$ cat src/core/dcrc_regs.svh
// Purpose: register offsets, field positions and reset values of the
//          receive clock recovery loop configuration block
// Assumes: 8-bit host write port, byte addresses as printed
// Notes:   definitions only
`ifndef DCRC_REGS_SVH
`define DCRC_REGS_SVH

// ***************************************************************
// register offsets
// ***************************************************************
`define DCRC_ADDR_RESID_LO   8'hd5
`define DCRC_ADDR_RESID_HI   8'hd6
`define DCRC_ADDR_INT_WORD   8'hd7
`define DCRC_ADDR_GAINS      8'hd8
`define DCRC_ADDR_PHASE_INIT 8'hdb
`define DCRC_ADDR_RX_RESET   8'hf1
`define DCRC_ADDR_PD_RESTART 8'hf6

// ***************************************************************
// fields and reset values
// ***************************************************************
`define DCRC_PGAIN_MSB       6
`define DCRC_PGAIN_LSB       4
`define DCRC_IGAIN_MSB       3
`define DCRC_IGAIN_LSB       0
`define DCRC_RESID_RST       16'h0000
`define DCRC_INT_WORD_RST    8'h00
`define DCRC_GAINS_RST       8'h00
`define DCRC_PHASE_INIT_RST  8'h80

// ***************************************************************
// loop constants
// ***************************************************************
`define DCRC_FACTOR_BASE     9'h101
`define DCRC_WIN_LAST        10'h3ff
`define DCRC_WIN_CENTER      10'h200
`define DCRC_PGAIN_BASE      5
`define DCRC_IGAIN_FRAC      4
`define DCRC_IGAIN_CLAMP     4'ha

`endif

$ cat src/core/dcrc_pkg.sv
// Purpose: shared types of the clock recovery loop block
// Assumes: nothing
// Notes:   constants live in dcrc_regs.svh
package dcrc_pkg;

  // phase detector states
  typedef enum logic [0:0] {
    PD_ACQUIRE,
    PD_TRACK
  } dcrc_pd_state_e;

  typedef logic signed [10:0] dcrc_phase_t;

endpackage

$ cat src/core/dcrc_loop_filter.sv
// Purpose: proportional plus integral loop filter
// Assumes: one update pulse per phase measurement
// Notes:   integrator carries four fraction bits
`timescale 1ns/100ps
`include "dcrc_regs.svh"

module dcrc_loop_filter #(
  parameter int CORR_W = 32
) (
  // clock and reset
  input  wire logic                     clk,
  input  wire logic                     rst_b,
  // control
  input  wire logic [2:0]               pgain_code,
  input  wire logic [3:0]               igain_code,
  input  wire logic                     update,
  input  wire logic                     clear,
  input  wire dcrc_pkg::dcrc_phase_t    phase_err,
  // result
  output logic signed [CORR_W-1:0]      correction
);

  logic signed [CORR_W-1:0] acc_r;
  logic signed [CORR_W-1:0] err_ext;
  logic signed [CORR_W-1:0] prop;
  logic [3:0]               ishift;

  assign err_ext = CORR_W'(phase_err);

  // codes 1010 and above all behave as the top coefficient
  assign ishift = (igain_code > `DCRC_IGAIN_CLAMP) ?
                  `DCRC_IGAIN_CLAMP : igain_code;

  // gain doubles per code step from the base exponent
  // four-bit sum: code 7 plus base 5 would wrap in three bits
  assign prop = err_ext <<< (4'(pgain_code) + 4'(`DCRC_PGAIN_BASE));

  // ***************************************************************
  // integrator
  // ***************************************************************
  always_ff @(posedge clk or negedge rst_b) begin
    if (!rst_b) begin
      acc_r <= '0;
    end else if (clear) begin
      acc_r <= '0;
    end else if (update) begin
      acc_r <= acc_r + (err_ext <<< ishift);
    end
  end

  assign correction = prop + (acc_r >>> `DCRC_IGAIN_FRAC);
endmodule

$ cat src/core/dcrc_nco.sv
// Purpose: numerically controlled oscillator for the recovered clock
// Assumes: core clock stands in for the high-frequency reference
// Notes:   half period is integer part plus fractional carry
`timescale 1ns/100ps
`include "dcrc_regs.svh"

module dcrc_nco #(
  parameter int CORR_W     = 32,
  parameter int CORR_SHIFT = 8
) (
  // clock and reset
  input  wire logic                     clk,
  input  wire logic                     rst_b,
  // frequency setting
  input  wire logic [7:0]               int_word,
  input  wire logic [15:0]              resid,
  input  wire logic                     closed_loop,
  input  wire logic signed [CORR_W-1:0] correction,
  // output
  output logic                          rec_clk
);

  logic [24:0]              period;
  logic signed [CORR_W+1:0] adj;
  logic [24:0]              eff;
  logic [15:0]              frac_r;
  logic [8:0]               cnt_r;
  logic [16:0]              frac_sum;
  logic                     half_done;

  // integer part is stored as base minus integer
  assign period = {`DCRC_FACTOR_BASE - {1'b0, int_word}, resid};

  // a shrinking period speeds the clock; clamp keeps one cycle min
  always_comb begin
    adj = (CORR_W+2)'(signed'({1'b0, period}));
    if (closed_loop) begin
      adj = adj - (CORR_W+2)'(correction >>> CORR_SHIFT);
    end
    if (adj < (CORR_W+2)'(32'sh10000)) begin
      eff = 25'h10000;
    end else if (adj > (CORR_W+2)'(32'sh1ff0000)) begin
      // no fraction at the top, so a carry cannot wrap the counter
      eff = 25'h1ff0000;
    end else begin
      eff = adj[24:0];
    end
  end

  assign frac_sum  = {1'b0, frac_r} + {1'b0, eff[15:0]};
  assign half_done = (cnt_r <= 9'h001);

  // ***************************************************************
  // half period counter
  // ***************************************************************
  always_ff @(posedge clk or negedge rst_b) begin
    if (!rst_b) begin
      cnt_r   <= 9'h001;
      frac_r  <= '0;
      rec_clk <= 1'b0;
    end else if (half_done) begin
      frac_r  <= frac_sum[15:0];
      cnt_r   <= eff[24:16] + {8'h00, frac_sum[16]};
      rec_clk <= ~rec_clk;
    end else begin
      cnt_r <= cnt_r - 9'h001;
    end
  end
endmodule

$ cat src/core/dcrc_top.sv
// Purpose: receive clock recovery loop configuration and control
// Assumes: host write strobe and all inputs synchronous to CORE_CLK
// Notes:   write-only registers; loop state shown on status outputs
`timescale 1ns/100ps
`include "dcrc_regs.svh"

// Notes on behaviour
// - 16-bit residual with integer word sets open or starting frequency.
// - residual enters loop only on receive reset write or in-sync entry.
// - proportional codes 0..7 select gains 2^5 to 2^12.
// - integral codes 0..9 select 2^-4 to 2^5; 10..15 give 2^6.
// - gain settings cover loop bandwidths 0.2 Hz to 3 Hz.
// - initial point comes from host register or automatic alignment.
// - with host init, detector returns to that point on loop error.
// - comparison window spans 1024 phase-sample cycles.
// - host initial point is multiplied by four before use.
// - restart write clears phase error, reloads window, clears pending errors unless a loop error coincides.
// - detector advances on the general-purpose phase sample clock.
// - loop synthesizes clock from a free-running high-frequency reference.
module dcrc_top #(
  parameter int CORR_W     = 32,
  parameter int CORR_SHIFT = 8
) (
  // clock and reset
  input  wire logic        CORE_CLK,
  input  wire logic        RST_B,
  // host write port
  input  wire logic [7:0]  HOST_ADDR,
  input  wire logic [7:0]  HOST_WDATA,
  input  wire logic        HOST_WR,
  // loop controls
  input  wire logic        OPEN_LOOP_SELECT,
  input  wire logic        PHASE_INIT_SELECT,
  input  wire logic        FAST_ACQUIRE_ENABLE,
  // timing inputs
  input  wire logic        PHASE_SAMPLE_TICK,
  input  wire logic        REF_FRAME_PULSE,
  input  wire logic        MASTER_IN_SYNC,
  // status and clock out
  output logic [10:0]      PHASE_ERROR,
  output logic             LOOP_ERR_PEND,
  output logic [15:0]      ACTIVE_RESID,
  output logic             RECOVERED_CLK
);

  // ***************************************************************
  // host registers
  // ***************************************************************
  logic [15:0] resid_r;
  logic [7:0]  int_word_r;
  logic [7:0]  gains_r;
  logic [7:0]  phase_init_r;
  logic        wr_resid_lo;
  logic        wr_resid_hi;
  logic        wr_int;
  logic        wr_gains;
  logic        wr_init;
  logic        wr_rx_reset;
  logic        wr_restart;

  always_comb begin
    wr_resid_lo = 1'b0;
    wr_resid_hi = 1'b0;
    wr_int      = 1'b0;
    wr_gains    = 1'b0;
    wr_init     = 1'b0;
    wr_rx_reset = 1'b0;
    wr_restart  = 1'b0;
    if (!HOST_WR) begin
      wr_int = 1'b0;
    end else if (HOST_ADDR == `DCRC_ADDR_RESID_LO) begin
      wr_resid_lo = 1'b1;
    end else if (HOST_ADDR == `DCRC_ADDR_RESID_HI) begin
      wr_resid_hi = 1'b1;
    end else if (HOST_ADDR == `DCRC_ADDR_INT_WORD) begin
      wr_int = 1'b1;
    end else if (HOST_ADDR == `DCRC_ADDR_GAINS) begin
      wr_gains = 1'b1;
    end else if (HOST_ADDR == `DCRC_ADDR_PHASE_INIT) begin
      wr_init = 1'b1;
    end else if (HOST_ADDR == `DCRC_ADDR_RX_RESET) begin
      wr_rx_reset = 1'b1;
    end else if (HOST_ADDR == `DCRC_ADDR_PD_RESTART) begin
      wr_restart = 1'b1;
    end
  end

  always_ff @(posedge CORE_CLK or negedge RST_B) begin
    if (!RST_B) begin
      resid_r      <= `DCRC_RESID_RST;
      int_word_r   <= `DCRC_INT_WORD_RST;
      gains_r      <= `DCRC_GAINS_RST;
      phase_init_r <= `DCRC_PHASE_INIT_RST;
    end else begin
      if (wr_resid_lo) begin
        resid_r[7:0] <= HOST_WDATA;
      end
      if (wr_resid_hi) begin
        resid_r[15:8] <= HOST_WDATA;
      end
      if (wr_int) begin
        int_word_r <= HOST_WDATA;
      end
      if (wr_gains) begin
        gains_r <= {1'b0, HOST_WDATA[6:0]};
      end
      if (wr_init) begin
        phase_init_r <= HOST_WDATA;
      end
    end
  end

  // ***************************************************************
  // residual hand-over into the loop
  // ***************************************************************
  // the written residual is held back so a half-written pair of bytes
  // never reaches the oscillator
  logic sync_d_r;
  logic sync_rise;
  logic resid_load;

  assign sync_rise  = MASTER_IN_SYNC && !sync_d_r;
  assign resid_load = wr_rx_reset || sync_rise;

  always_ff @(posedge CORE_CLK or negedge RST_B) begin
    if (!RST_B) begin
      sync_d_r <= 1'b0;
    end else begin
      sync_d_r <= MASTER_IN_SYNC;
    end
  end

  always_ff @(posedge CORE_CLK or negedge RST_B) begin
    if (!RST_B) begin
      ACTIVE_RESID <= `DCRC_RESID_RST;
    end else if (resid_load) begin
      ACTIVE_RESID <= resid_r;
    end
  end

  // ***************************************************************
  // phase detector
  // ***************************************************************
  dcrc_pkg::dcrc_pd_state_e state_r;
  logic [9:0]               win_cnt_r;
  logic                     miss_r;
  logic                     at_end;
  logic                     loop_err;
  logic                     meas;
  logic [9:0]               host_point;
  dcrc_pkg::dcrc_phase_t    err_now;

  assign at_end     = PHASE_SAMPLE_TICK && (win_cnt_r == `DCRC_WIN_LAST);
  // a whole window without a reference event is a loop error
  assign loop_err   = at_end && miss_r && !REF_FRAME_PULSE;
  assign host_point = {phase_init_r, 2'b00};
  assign meas       = REF_FRAME_PULSE && (state_r == dcrc_pkg::PD_TRACK)
                      && !wr_restart;
  assign err_now    = dcrc_pkg::dcrc_phase_t'({1'b0, win_cnt_r})
                      - dcrc_pkg::dcrc_phase_t'({1'b0, `DCRC_WIN_CENTER});

  always_ff @(posedge CORE_CLK or negedge RST_B) begin
    if (!RST_B) begin
      state_r   <= dcrc_pkg::PD_ACQUIRE;
      win_cnt_r <= `DCRC_WIN_CENTER;
    end else if (wr_restart || loop_err) begin
      if (PHASE_INIT_SELECT) begin
        state_r   <= dcrc_pkg::PD_TRACK;
        win_cnt_r <= host_point;
      end else begin
        state_r   <= dcrc_pkg::PD_ACQUIRE;
        win_cnt_r <= `DCRC_WIN_CENTER;
      end
    end else begin
      case (state_r)
        dcrc_pkg::PD_ACQUIRE: begin
          // automatic init puts the first reference event at centre
          if (REF_FRAME_PULSE) begin
            state_r   <= dcrc_pkg::PD_TRACK;
            win_cnt_r <= `DCRC_WIN_CENTER;
          end else if (PHASE_SAMPLE_TICK) begin
            win_cnt_r <= win_cnt_r + 10'h001;
          end
        end
        default: begin
          if (PHASE_SAMPLE_TICK) begin
            win_cnt_r <= win_cnt_r + 10'h001;
          end
        end
      endcase
    end
  end

  always_ff @(posedge CORE_CLK or negedge RST_B) begin
    if (!RST_B) begin
      miss_r <= 1'b0;
    end else if (wr_restart || REF_FRAME_PULSE || loop_err) begin
      miss_r <= 1'b0;
    end else if (at_end) begin
      miss_r <= 1'b1;
    end
  end

  always_ff @(posedge CORE_CLK or negedge RST_B) begin
    if (!RST_B) begin
      PHASE_ERROR <= '0;
    end else if (wr_restart) begin
      PHASE_ERROR <= '0;
    end else if (meas) begin
      PHASE_ERROR <= err_now;
    end
  end

  // a loop error in the restart cycle is kept: set beats clear
  always_ff @(posedge CORE_CLK or negedge RST_B) begin
    if (!RST_B) begin
      LOOP_ERR_PEND <= 1'b0;
    end else if (loop_err) begin
      LOOP_ERR_PEND <= 1'b1;
    end else if (wr_restart) begin
      LOOP_ERR_PEND <= 1'b0;
    end
  end

  // ***************************************************************
  // loop filter and oscillator
  // ***************************************************************
  logic signed [CORR_W-1:0] correction;
  logic                     filt_clear;

  // fast acquisition forgets the learnt frequency on each restart
  assign filt_clear = resid_load || OPEN_LOOP_SELECT
                      || (FAST_ACQUIRE_ENABLE && wr_restart);

  dcrc_loop_filter #(.CORR_W(CORR_W)) u_filter (
    .clk        (CORE_CLK),
    .rst_b      (RST_B),
    .pgain_code (gains_r[`DCRC_PGAIN_MSB:`DCRC_PGAIN_LSB]),
    .igain_code (gains_r[`DCRC_IGAIN_MSB:`DCRC_IGAIN_LSB]),
    .update     (meas),
    .clear      (filt_clear),
    .phase_err  (err_now),
    .correction (correction)
  );

  // reference runs free of the line clocks; correction trims the oscillator half period
  dcrc_nco #(.CORR_W(CORR_W), .CORR_SHIFT(CORR_SHIFT)) u_nco (
    .clk         (CORE_CLK),
    .rst_b       (RST_B),
    .int_word    (int_word_r),
    .resid       (ACTIVE_RESID),
    .closed_loop (!OPEN_LOOP_SELECT),
    .correction  (correction),
    .rec_clk     (RECOVERED_CLK)
  );
endmodule

$ cat config.mk
export PLATFORM = sky130hd
export DESIGN_NAME = dcrc_top
export DESIGN_NICKNAME = d
export VERILOG_FILES = /design/src/core/dcrc_pkg.sv /design/src/core/dcrc_loop_filter.sv /design/src/core/dcrc_nco.sv /design/src/core/dcrc_top.sv
export VERILOG_INCLUDE_DIRS = /design/src /design/src/core
export SDC_FILE = /design/constraint.sdc
export NUM_CORES = 1
export LEC_CHECK = 0
export ABC_AREA = 1
export BUFFER_PORTS_ARGS = -buffer_cell sky130_fd_sc_hd__buf_2
export CAP_MARGIN = 40
export CORE_ASPECT_RATIO = 0.5
export CORE_MARGIN = 3
export CORE_UTILIZATION = 65
export DETAILED_ROUTE_END_ITERATION = 16
export PLACE_DENSITY = 0.89
export SKIP_CTS_REPAIR_TIMING = 1
export SYNTH_ARGS = -nofsm -noshare
export SYNTH_HDL_FRONTEND = slang
export SYNTH_SLANG_ARGS = --single-unit
$ cat constraint.sdc
create_clock -name CORE_CLK -period 15.6 [get_ports CORE_CLK]
set_input_delay 1.56 -clock CORE_CLK [delete_from_list [all_inputs] [get_ports CORE_CLK]]
set_output_delay 1.56 -clock CORE_CLK [all_outputs]
set_load 0.01 [all_outputs]
## Word-level counts from Yosys, hierarchy flattened

Cells that the tools add are included.

| word-level totals | value |
|---|---|
| register bits | 138 |
| latch bits | 0 |
| bits in writable memories | 0 |
| ROM bits | 0 |
| input bits | 25 |
| word-level logic and storage cells | 118 |
| memories kept | 0 |

| cells by class | value |
|---|---|
| add/subtract/negate cells | 10 |
| multiply operators | 0 |
| divide/modulo/power cells | 0 |
| order comparisons | 4 |
| eq/ne operators | 8 |
| shift operators | 2 |
| multiplexer cells | 57 |
| bitwise logic cells | 1 |
| reductions and logical operators | 20 |

Operator list:

| operator | count |
|---|---|
| $mux 32 | 2 |
| $sshl 11x4->32 | 2 |
| $eq 8x8->1 const B | 7 |
| $mux 10 | 5 |
| $mux 25 | 2 |
| $mux 1 | 43 |
| $gt 34x26->1 const B | 1 |
| $lt 34x18->1 const B | 1 |
| $mux 34 | 1 |
| $add 32x28->32 | 1 |
| $add 32x32->32 | 1 |
| $sub 26x24->27 | 1 |
| $mux 11 | 2 |
| $add 16x16->17 | 1 |
| $sub 10x10->11 const B | 1 |
| $add 10x1->10 const B | 1 |
| $eq 10x10->1 const B | 1 |
| $add 9x1->9 | 1 |
| $le 9x1->1 const B | 1 |
| $mux 9 | 1 |
| $sub 9x1->9 const B | 1 |
| $sub 9x8->9 const A | 1 |
| $reduce_bool 2->1 | 4 |
| $logic_and 1x1->1 | 7 |
| 6 further kinds | 13 |

## Depth between registers and ports, before layout

Gate-level depths: netlist of the first run.

| logic depth | value |
|---|---|
| word-level depth | 13 |
| depth in mapped cells | 64 |

## Hierarchy

From an unflattened synthesis of the first run, not the netlist that was laid out.

| second synthesis, totals | value |
|---|---|
| cell total of the unflattened synthesis | 2517 |
| area, all modules | 14782.9 um^2 |

By module, submodules not included:

| module | instances | cells an instance | area each (um^2) | seq. area each (um^2) |
|---|---|---|---|---|
| dcrc_loop_filter | 1 | 1218 | 6483.7 | 800.8 |
| dcrc_nco | 1 | 907 | 4929.7 | 651.9 |
| dcrc_top | 1 | 392 | 3369.5 | 1979.4 |

## Worst setup path before layout of the first run

OpenSTA, ideal clock, no wires.

| timing | value |
|---|---|
| path kind | register to register |
| start | register gains_r[4] |
| end | register u_nco.cnt_r[8] |
| setup time | 0.120 ns |
| arrival | 7.659 ns |
| required time | 15.480 ns |
| path slack | 7.820 ns |
| cell stages (with the launch flop) | 56 |
| period minus slack after synthesis | 7.780 ns |
| path through | dfrtp_1 ha_1 buf_2 inv_1 clkbuf_1 nand2_1 o21ai_0 mux2i_1 nand2_1 nand2_1 ha_1 a21oi_1 nand2_1 a21oi_1 nand2_2 a21oi_1 inv_1 nand2_1 [... 20 more ...] fa_1 nand3_1 nand2_1 a21oi_1 o21bai_1 nand3_1 o2111ai_1 nand2_1 a21oi_1 or2_2 ha_1 ha_1 nand2_1 nor2_4 nand2_1 nand2_1 nand3_1 nand2_1 |

| between the ends | value |
|---|---|
| word-level cells in the longest chain between the ends | 11 |

Ends and longest elaborated chain:

| element | RTL line | text |
|---|---|---|
| start: declaration | dcrc_top.sv:51 | `logic [7:0] gains_r;` |
| start signal: assignment | dcrc_top.sv:92 | `` gains_r <= `DCRC_GAINS_RST; `` |
| start signal: assignment | dcrc_top.sv:105 | `gains_r <= {1'b0, HOST_WDATA[6:0]};` |
| $add 3x3->4 * | dcrc_loop_filter.sv:36 | `` assign prop = err_ext <<< (4'(pgain_code) + 4'(`DCRC_PGAIN_BASE)); `` |
| $sshl 11x4->32 * | dcrc_loop_filter.sv:36 |  |
| $add 32x28->32 * | dcrc_loop_filter.sv:51 | `` assign correction = prop + (acc_r >>> `DCRC_IGAIN_FRAC); `` |
| $sub 26x24->27 * | dcrc_nco.sv:38 | `adj = adj - (CORR_W+2)'(correction >>> CORR_SHIFT);` |
| $mux 34 * | dcrc_nco.sv:37 | `if (closed_loop) begin` |
| $gt 34x26->1 | dcrc_nco.sv:42 | `end else if (adj > (CORR_W+2)'(32'sh1ff0000)) begin` |
| $mux 25 | dcrc_nco.sv:42 |  |
| $mux 25 * | dcrc_nco.sv:40 | `if (adj < (CORR_W+2)'(32'sh10000)) begin` |
| $add 16x16->17 | dcrc_nco.sv:50 | `assign frac_sum = {1'b0, frac_r} + {1'b0, eff[15:0]};` |
| $add 9x1->9 * | dcrc_nco.sv:63 | `cnt_r <= eff[24:16] + {8'h00, frac_sum[16]};` |
| $mux 9 * | dcrc_nco.sv:61 | `end else if (half_done) begin` |
| end signal: assignment | dcrc_nco.sv:63 |  |
| end signal: assignment | dcrc_nco.sv:66 | `cnt_r <= cnt_r - 9'h001;` |
| end: declaration | dcrc_nco.sv:27 | `logic [8:0] cnt_r;` |

Mark *: on every way between the ends. The rest lies on a longest branch, timed or not.
A chain may end at the register's enable or synchronous reset.

## Worst setup path after layout of the first run

Ends and elaborated chain as after synthesis.

==> results.yml, run 1 <==
finish:
  drive_above_1_share_pct: 8.22
  fill_cells: 1525
  antenna_cells: 0
  area_delta_synth_final_pct: 8.63
  layoutNonFillerInstCount: 2217
  fin_util_pct: 72.8
  nets: 2078
  mostFrequentLayoutCell: "nand2_1"
  final_cell_mix: "nand2_1, inv_1, o21ai_0"
synth:
  synth_area_mm2: 0.0125
  synthArstFlopShare_pct: 100
  synth_nets: 2042
  avgSynthCellArea_um2: 6.53
  ys.flop_type: "dfrtp_1"
  synth_seq_cells: 137
  ys_warn_count: 0
  synth_cell_types: 59
  synth_cells: 1909
  synth_edf_count: 0
  ys_seq_area_share_pct: 27.5
clock_tree:
  cts_tree: "yes"
  numCtsBuffers: 17
  path_clk_slew_ns: 0.07
  clk_latency_ns: 0.45
  cts-root-buf: "clkbuf_16"
  htreeDepth: 4
  cts.sinks: 137
  cts_buffer_depth: 2
timing:
  finalCritPeriodShare_pct: 59.8
  hold_violations: 0
  rsz0062_at_grt: "no"
  fin_crit_ns: 9.32
  final_max_slew_viol_count: 0
  max_freq_mhz: 107
  tns_ns: 0
  fin_skew_ns: 0.0147
  finalSetupViolCount: 0
  tightestPinTransition_ns: 0.841
  max_slew_margin_pct: 43.9
routing:
  drtIter0Drc: 1257
  ant_nets: 0
  route.detailed.drc: 0
  wl_um: 34200
  wl_per_cell_um: 15.4
  vias: 12800
  viasPerCell: 5.76
  drtPass1Iterations: 6
critical_path:
  crit_fanout: 22
  r2r-start: "gains_r[4]"
  r2r-end: "u_nco.cnt_r[8]"
  cp_slowest_stage_delay_ns: 0.61
  slowest_stage: "dfrtp_1"
  criticalPathCategory: "reg2reg"
  start_kind: "flip-flop"
  crit_required_ns: 15.92
  ff2ff_setup_slack_ns: 6.28
  arrival_ns: 9.65
  r2r_cells: 56
  startpoint: "gains_r[4]"
  crit_top_cell: "nand2_1"
  worst_setup_path_end_kind: "flip-flop"
pwr:
  switching_share_pct: 47.2
  switchingPower_w: 0.000880
  seq_power_share_pct: 23.9
  p_leak_nw: 7.46
  clock_power_share_pct: 22.0
  p_per_area_mw_per_mm2: 138
  internal-power_w: 0.000984
  ir_drop_uv: 82.6
  p_comb_share_pct: 54.1
global_routing:
  grt_overflow_total: 0
  grt_pass1_wl_um: 56200
  grt_pass1_vias: 11600
  antenna_found_initial: 0
  grt_usage_pct: 32.6
  grt_max_degree: 66
job:
  cap_violations: 0
floorplanning:
  start_util_pct: 67.0
  row_count: 35
  ioPinCount: 54
  fp.dieH_um: 104
  design.die.area_mm2: 0.0210
  fp.coreArea_mm2: 0.0186
  die_width_um: 202
min_path:
  holdCritStartpoint: "u_nco.rec_clk"
  min_to: "u_nco.rec_clk"
  hold_path.class: "reg2reg"
  holdPathStages: 1
placement:
  place.gp.congestion: 0.982
  port_buffers: 53
  dp_hpwl_um: 25800
  dp.cells: 2185
status:
  status: "finished, final reports clean"
per-layer routing:
layer	GRT usage [%]	vias to the layer above	routed length, um	part of all wire [%]
li1	-	6314	-	-
met1	44.4	5827	15300	45
met2	51.9	526	15200	45
met3	6.13	94	2600	7.6
met4	12.4	0	1040	3.1
met5	0	-	0	0
kinds of logic after synthesis:
kind of cell	after synthesis	share of synthesized area (%)
xor gates and xnor gates	52	3.65
DFF	137	27.5
adders and majority gates	108	11.0
buffers and inverters	323	9.91
muxes	6	0.482
and+or+nand+nor	892	29.9
AOI/OAI and AO/OA	391	17.5
final cells by class:
cell class              instances  area (um2)  area share (%)
multi-input cells            1449        7800            57.6
flip-flops and latches        137        3430            25.3
inverters                     279        1050            7.73
clock buffers                  20         457            3.37
repair buffers                 61         352            2.60
well taps                     259         324            2.39
clock inverters                12         130           0.961
critical path: cells and delay by family, from the launching register on:
family          cells  cell delay, ns
mux                 1            0.15
buf+inv             5            0.65
simple gates       31            3.14
xor+xnor            1            0.15
compound gates     11            2.16
flops               1            0.61
fa+ha+maj           7            2.35
worst max path at each step:
stage                           endpoint  cells past startpoint
final                     u_nco.cnt_r[8]                     56
after detailed placement  u_nco.cnt_r[8]                     58
after floorplan           u_nco.cnt_r[8]                     55
after global placement    u_nco.cnt_r[8]                     56
after CTS                 u_nco.cnt_r[8]                     58
after global routing      u_nco.cnt_r[8]                     58
registers in the layout, summed over array words and instances (netlist names):
name            cells
u_filter.acc_r     32
ACTIVE_RESID       16
resid_r            16
u_nco.frac_r       16
PHASE_ERROR        10
win_cnt_r          10
u_nco.cnt_r         9
int_word_r          8
phase_init_r        8
gains_r             7
LOOP_ERR_PEND       1
miss_r              1
state_r             1
sync_d_r            1
u_nco.rec_clk       1
synth_stat cells, types with 4 or more instances:
cell type | number | area, um2
a21oi_1 | 113 | 566
nor2_2 | 4 | 25.0
o21ai_1 | 13 | 65.1
nand2_1 | 560 | 2100
nand3_2 | 6 | 60.1
o31ai_1 | 8 | 60.1
o21a_1 | 5 | 37.5
xnor2_1 | 18 | 158
inv_1 | 248 | 931
nor3_1 | 22 | 110
clkbuf_1 | 35 | 131
nand2_2 | 6 | 37.5
o22ai_1 | 9 | 56.3
or2_2 | 5 | 31.3
nor2_4 | 4 | 45.0
nand3_1 | 114 | 571
o221ai_1 | 5 | 43.8
nand4_1 | 17 | 106
o21bai_1 | 10 | 75.1
nor2_1 | 141 | 529
buf_2 | 4 | 20.0
nand3b_1 | 4 | 30.0
dfrtp_1 | 134 | 3350
a21o_1 | 6 | 45.0
ha_1 | 105 | 1310
inv_2 | 29 | 109
xor2_1 | 34 | 298
mux2i_1 | 6 | 60.1
a31oi_1 | 8 | 50.1
o21ai_0 | 188 | 941
metrics by stage:
stage	power [W]	hold WS [ns]	instance area, um2	setup slack [ns]
finish	0.00186	0.478	13500	6.28
global route	0.00202	0.496	13500	5.38
CTS	0.00184	0.487	13500	6.44
global placement	0.00141	0.457	12900	6.80
floorplan	0.00121	0.447	12500	7.82
detailed placement	0.00143	0.469	13000	6.48
power groups by stage:
| stage | logic [W] | clock network, W | registers [W] |
|---|---|---|---|
| global route | 0.00115 | 0.000427 | 0.000448 |
| global placement | 0.000959 | 0 | 0.000447 |
| floorplan | 0.000773 | 0 | 0.000434 |
| CTS | 0.000990 | 0.000412 | 0.000442 |
| detailed placement | 0.000979 | 0 | 0.000448 |
| finish | 0.00101 | 0.000411 | 0.000445 |
No activity file was read; power rests on OpenSTA's default activity.
==> inputs of run 2 (changes only) <==
--- a/config.mk
+++ b/config.mk
@@ -11,9 +11,9 @@
 export CAP_MARGIN = 40
 export CORE_ASPECT_RATIO = 0.5
 export CORE_MARGIN = 3
-export CORE_UTILIZATION = 65
+export CORE_UTILIZATION = 64
 export DETAILED_ROUTE_END_ITERATION = 16
-export PLACE_DENSITY = 0.89
+export PLACE_DENSITY = 0.88
 export SKIP_CTS_REPAIR_TIMING = 1
 export SYNTH_ARGS = -nofsm -noshare
 export SYNTH_HDL_FRONTEND = slang
==> constraint.sdc (replaced) <==
create_clock -name CORE_CLK -period 9.5 [get_ports CORE_CLK]
set_input_delay 0.95 -clock CORE_CLK [delete_from_list [all_inputs] [get_ports CORE_CLK]]
set_output_delay 0.95 -clock CORE_CLK [all_outputs]
set_load 0.01 [all_outputs]
==> run 2 against run 1 <==
  * Routed wire length fell by 3.3%
  * Worst setup slack worse by 5.3 ns
  * Design area fell by 0.13%
  * Clock skew is essentially flat
  * Utilization shrank 0.60 points
  * Final cell count hardly changed
  * Global-route usage down 1.1 points
  * Highest routed layer unchanged
==> results.yml, run 2 (synthesis gave the netlist of run 1 again) <==
status:
  status: "finished, final reports clean"
timing:
  finalSetupViolCount: 0
  fin_skew_ns: 0.0149
  finalCritPeriodShare_pct: 89.5
  max_freq_mhz: 118
  final_max_slew_viol_count: 0
  rsz0062_at_grt: "no"
  hold_violations: 0
  fin_crit_ns: 8.51
  final.setup.worst_slack_ns: 0.994
  max_slew_margin_pct: 49.7
  tightestPinTransition_ns: 0.755
  whs_ns: 0.469
  tns_ns: 0
pwr:
  p_per_area_mw_per_mm2: 222
  ir_drop_uv: 129
  p_leak_nw: 7.43
critical_path:
  crit_required_ns: 9.82
  slowest_stage: "dfrtp_1"
  arrival_ns: 8.82
  worst_setup_path_end_kind: "flip-flop"
  crit_top_cell: "nand2_1"
  start_kind: "flip-flop"
  criticalPathCategory: "reg2reg"
  cp_slowest_stage_delay_ns: 0.41
  crit_fanout: 21
finish:
  drive_above_1_share_pct: 8.52
  area_delta_synth_final_pct: 8.49
  nets: 2080
  largest_register: "u_filter.acc_r"
  final_cell_mix: "nand2_1, inv_1, o21ai_0"
  mostFrequentLayoutCell: "nand2_1"
  antenna_cells: 0
  largest_reg_flops: 32
  fill_cells: 1607
global_routing:
  use_met1_pct: 44.2
  grt_usage_pct: 31.5
  gr-usage-met2_pct: 49.0
  busiest_layer: "met2"
  grt_max_degree: 78
  gr-usage-met3_pct: 5.88
  grt_pass1_wl_um: 54800
  grt_pass1_vias: 11200
  antenna_found_initial: 0
  grt_overflow_total: 0
placement:
  place.gp.congestion: 0.994
  dp_slack_ns: 0.798
  port_buffers: 53
  dp_hpwl_um: 25100
routing:
  vias: 12500
  drtPass1Iterations: 6
  viasPerCell: 5.62
  drtIter0Drc: 976
  wl_um: 33100
  ant_nets: 0
  wl_per_cell_um: 14.9
  route.detailed.drc: 0
job:
  cap_violations: 0
floorplanning:
  fp.dieH_um: 105
  row_count: 35
  ioPinCount: 54
  start_util_pct: 66.5
  fp.coreArea_mm2: 0.0187
  design.die.area_mm2: 0.0213
  die_width_um: 203
clock_tree:
  path_clk_slew_ns: 0.07
  cts_buffer_depth: 2
  cts_tree: "yes"
  cts-root-buf: "clkbuf_16"
  numCtsBuffers: 17
  htreeDepth: 4
  cts.sinks: 137
  clk_latency_ns: 0.44
min_path:
  hold_path.class: "reg2reg"
[run 2: stage by stage]
stage | area (um2) | power (W) | cells | utilization (%)
final | 13500 | 0.00300 | 2219 | 72.2
after floorplan | 12500 | 0.00198 | 1909 | -
after detailed placement | 12900 | 0.00233 | 2186 | 69.1
after global placement | 12900 | 0.00231 | 2185 | 69.0
after global routing | 13500 | 0.00326 | 2219 | 72.2
after CTS | 13500 | 0.00298 | 2218 | 72.0
[run 2: worst paths after layout]
path                                     from               to  slack (ns)  cells past startpoint
worst min register to register  u_nco.rec_clk    u_nco.rec_clk        0.47                      1
worst max register to register     gains_r[4]   u_nco.cnt_r[6]        0.99                     59
min in group asynchronous               RST_B  u_nco.frac_r[2]        0.55                      1
worst min-delay path            u_nco.rec_clk    u_nco.rec_clk        0.47                      1
worst max-delay path               gains_r[4]   u_nco.cnt_r[6]        0.99                     59
max in group asynchronous               RST_B   PHASE_ERROR[6]        7.70                      2
[run 2: worst max-delay path, delay by kind of cell, from the launching register on]
kind / cells / cell delay [ns]
and+or+nand+nor: 33 / 2.96
AOI/OAI and AO/OA: 12 / 2.15
buffers and inverters: 5 / 0.58
adders and majority gates: 6 / 1.66
xor gates and xnor gates: 1 / 0.12
DFF: 1 / 0.41
muxes: 2 / 0.45
[run 2: power by group]
group / internal, W / leakage [nW] / total (W) / switching, W
sequential: 0.000649 / 1.73 / 0.000722 / 0.0000727
clock: 0.000344 / 0.255 / 0.000627 / 0.000283
combinational: 0.000584 / 5.45 / 0.00165 / 0.00107
[run 2: final cells by class]
cell class	count	area (um2)	area share (%)
Clock buffer	21	450	3.33
Sequential cell	137	3430	25.4
Clock inverter	11	88.8	0.657
Inverter	279	1050	7.77
Timing Repair Buffer	62	339	2.51
Multi-Input combinational cell	1449	7840	57.9
Tap cell	259	324	2.40
Timing Repair inverter	1	7.51	0.0555
[run 2: routing by layer]
layer | up-vias | wire length, um
li1 | 6317 | -
met1 | 5657 | 15400
met2 | 424 | 14400
met3 | 73 | 2280
met4 | 0 | 994
met5 | - | 0
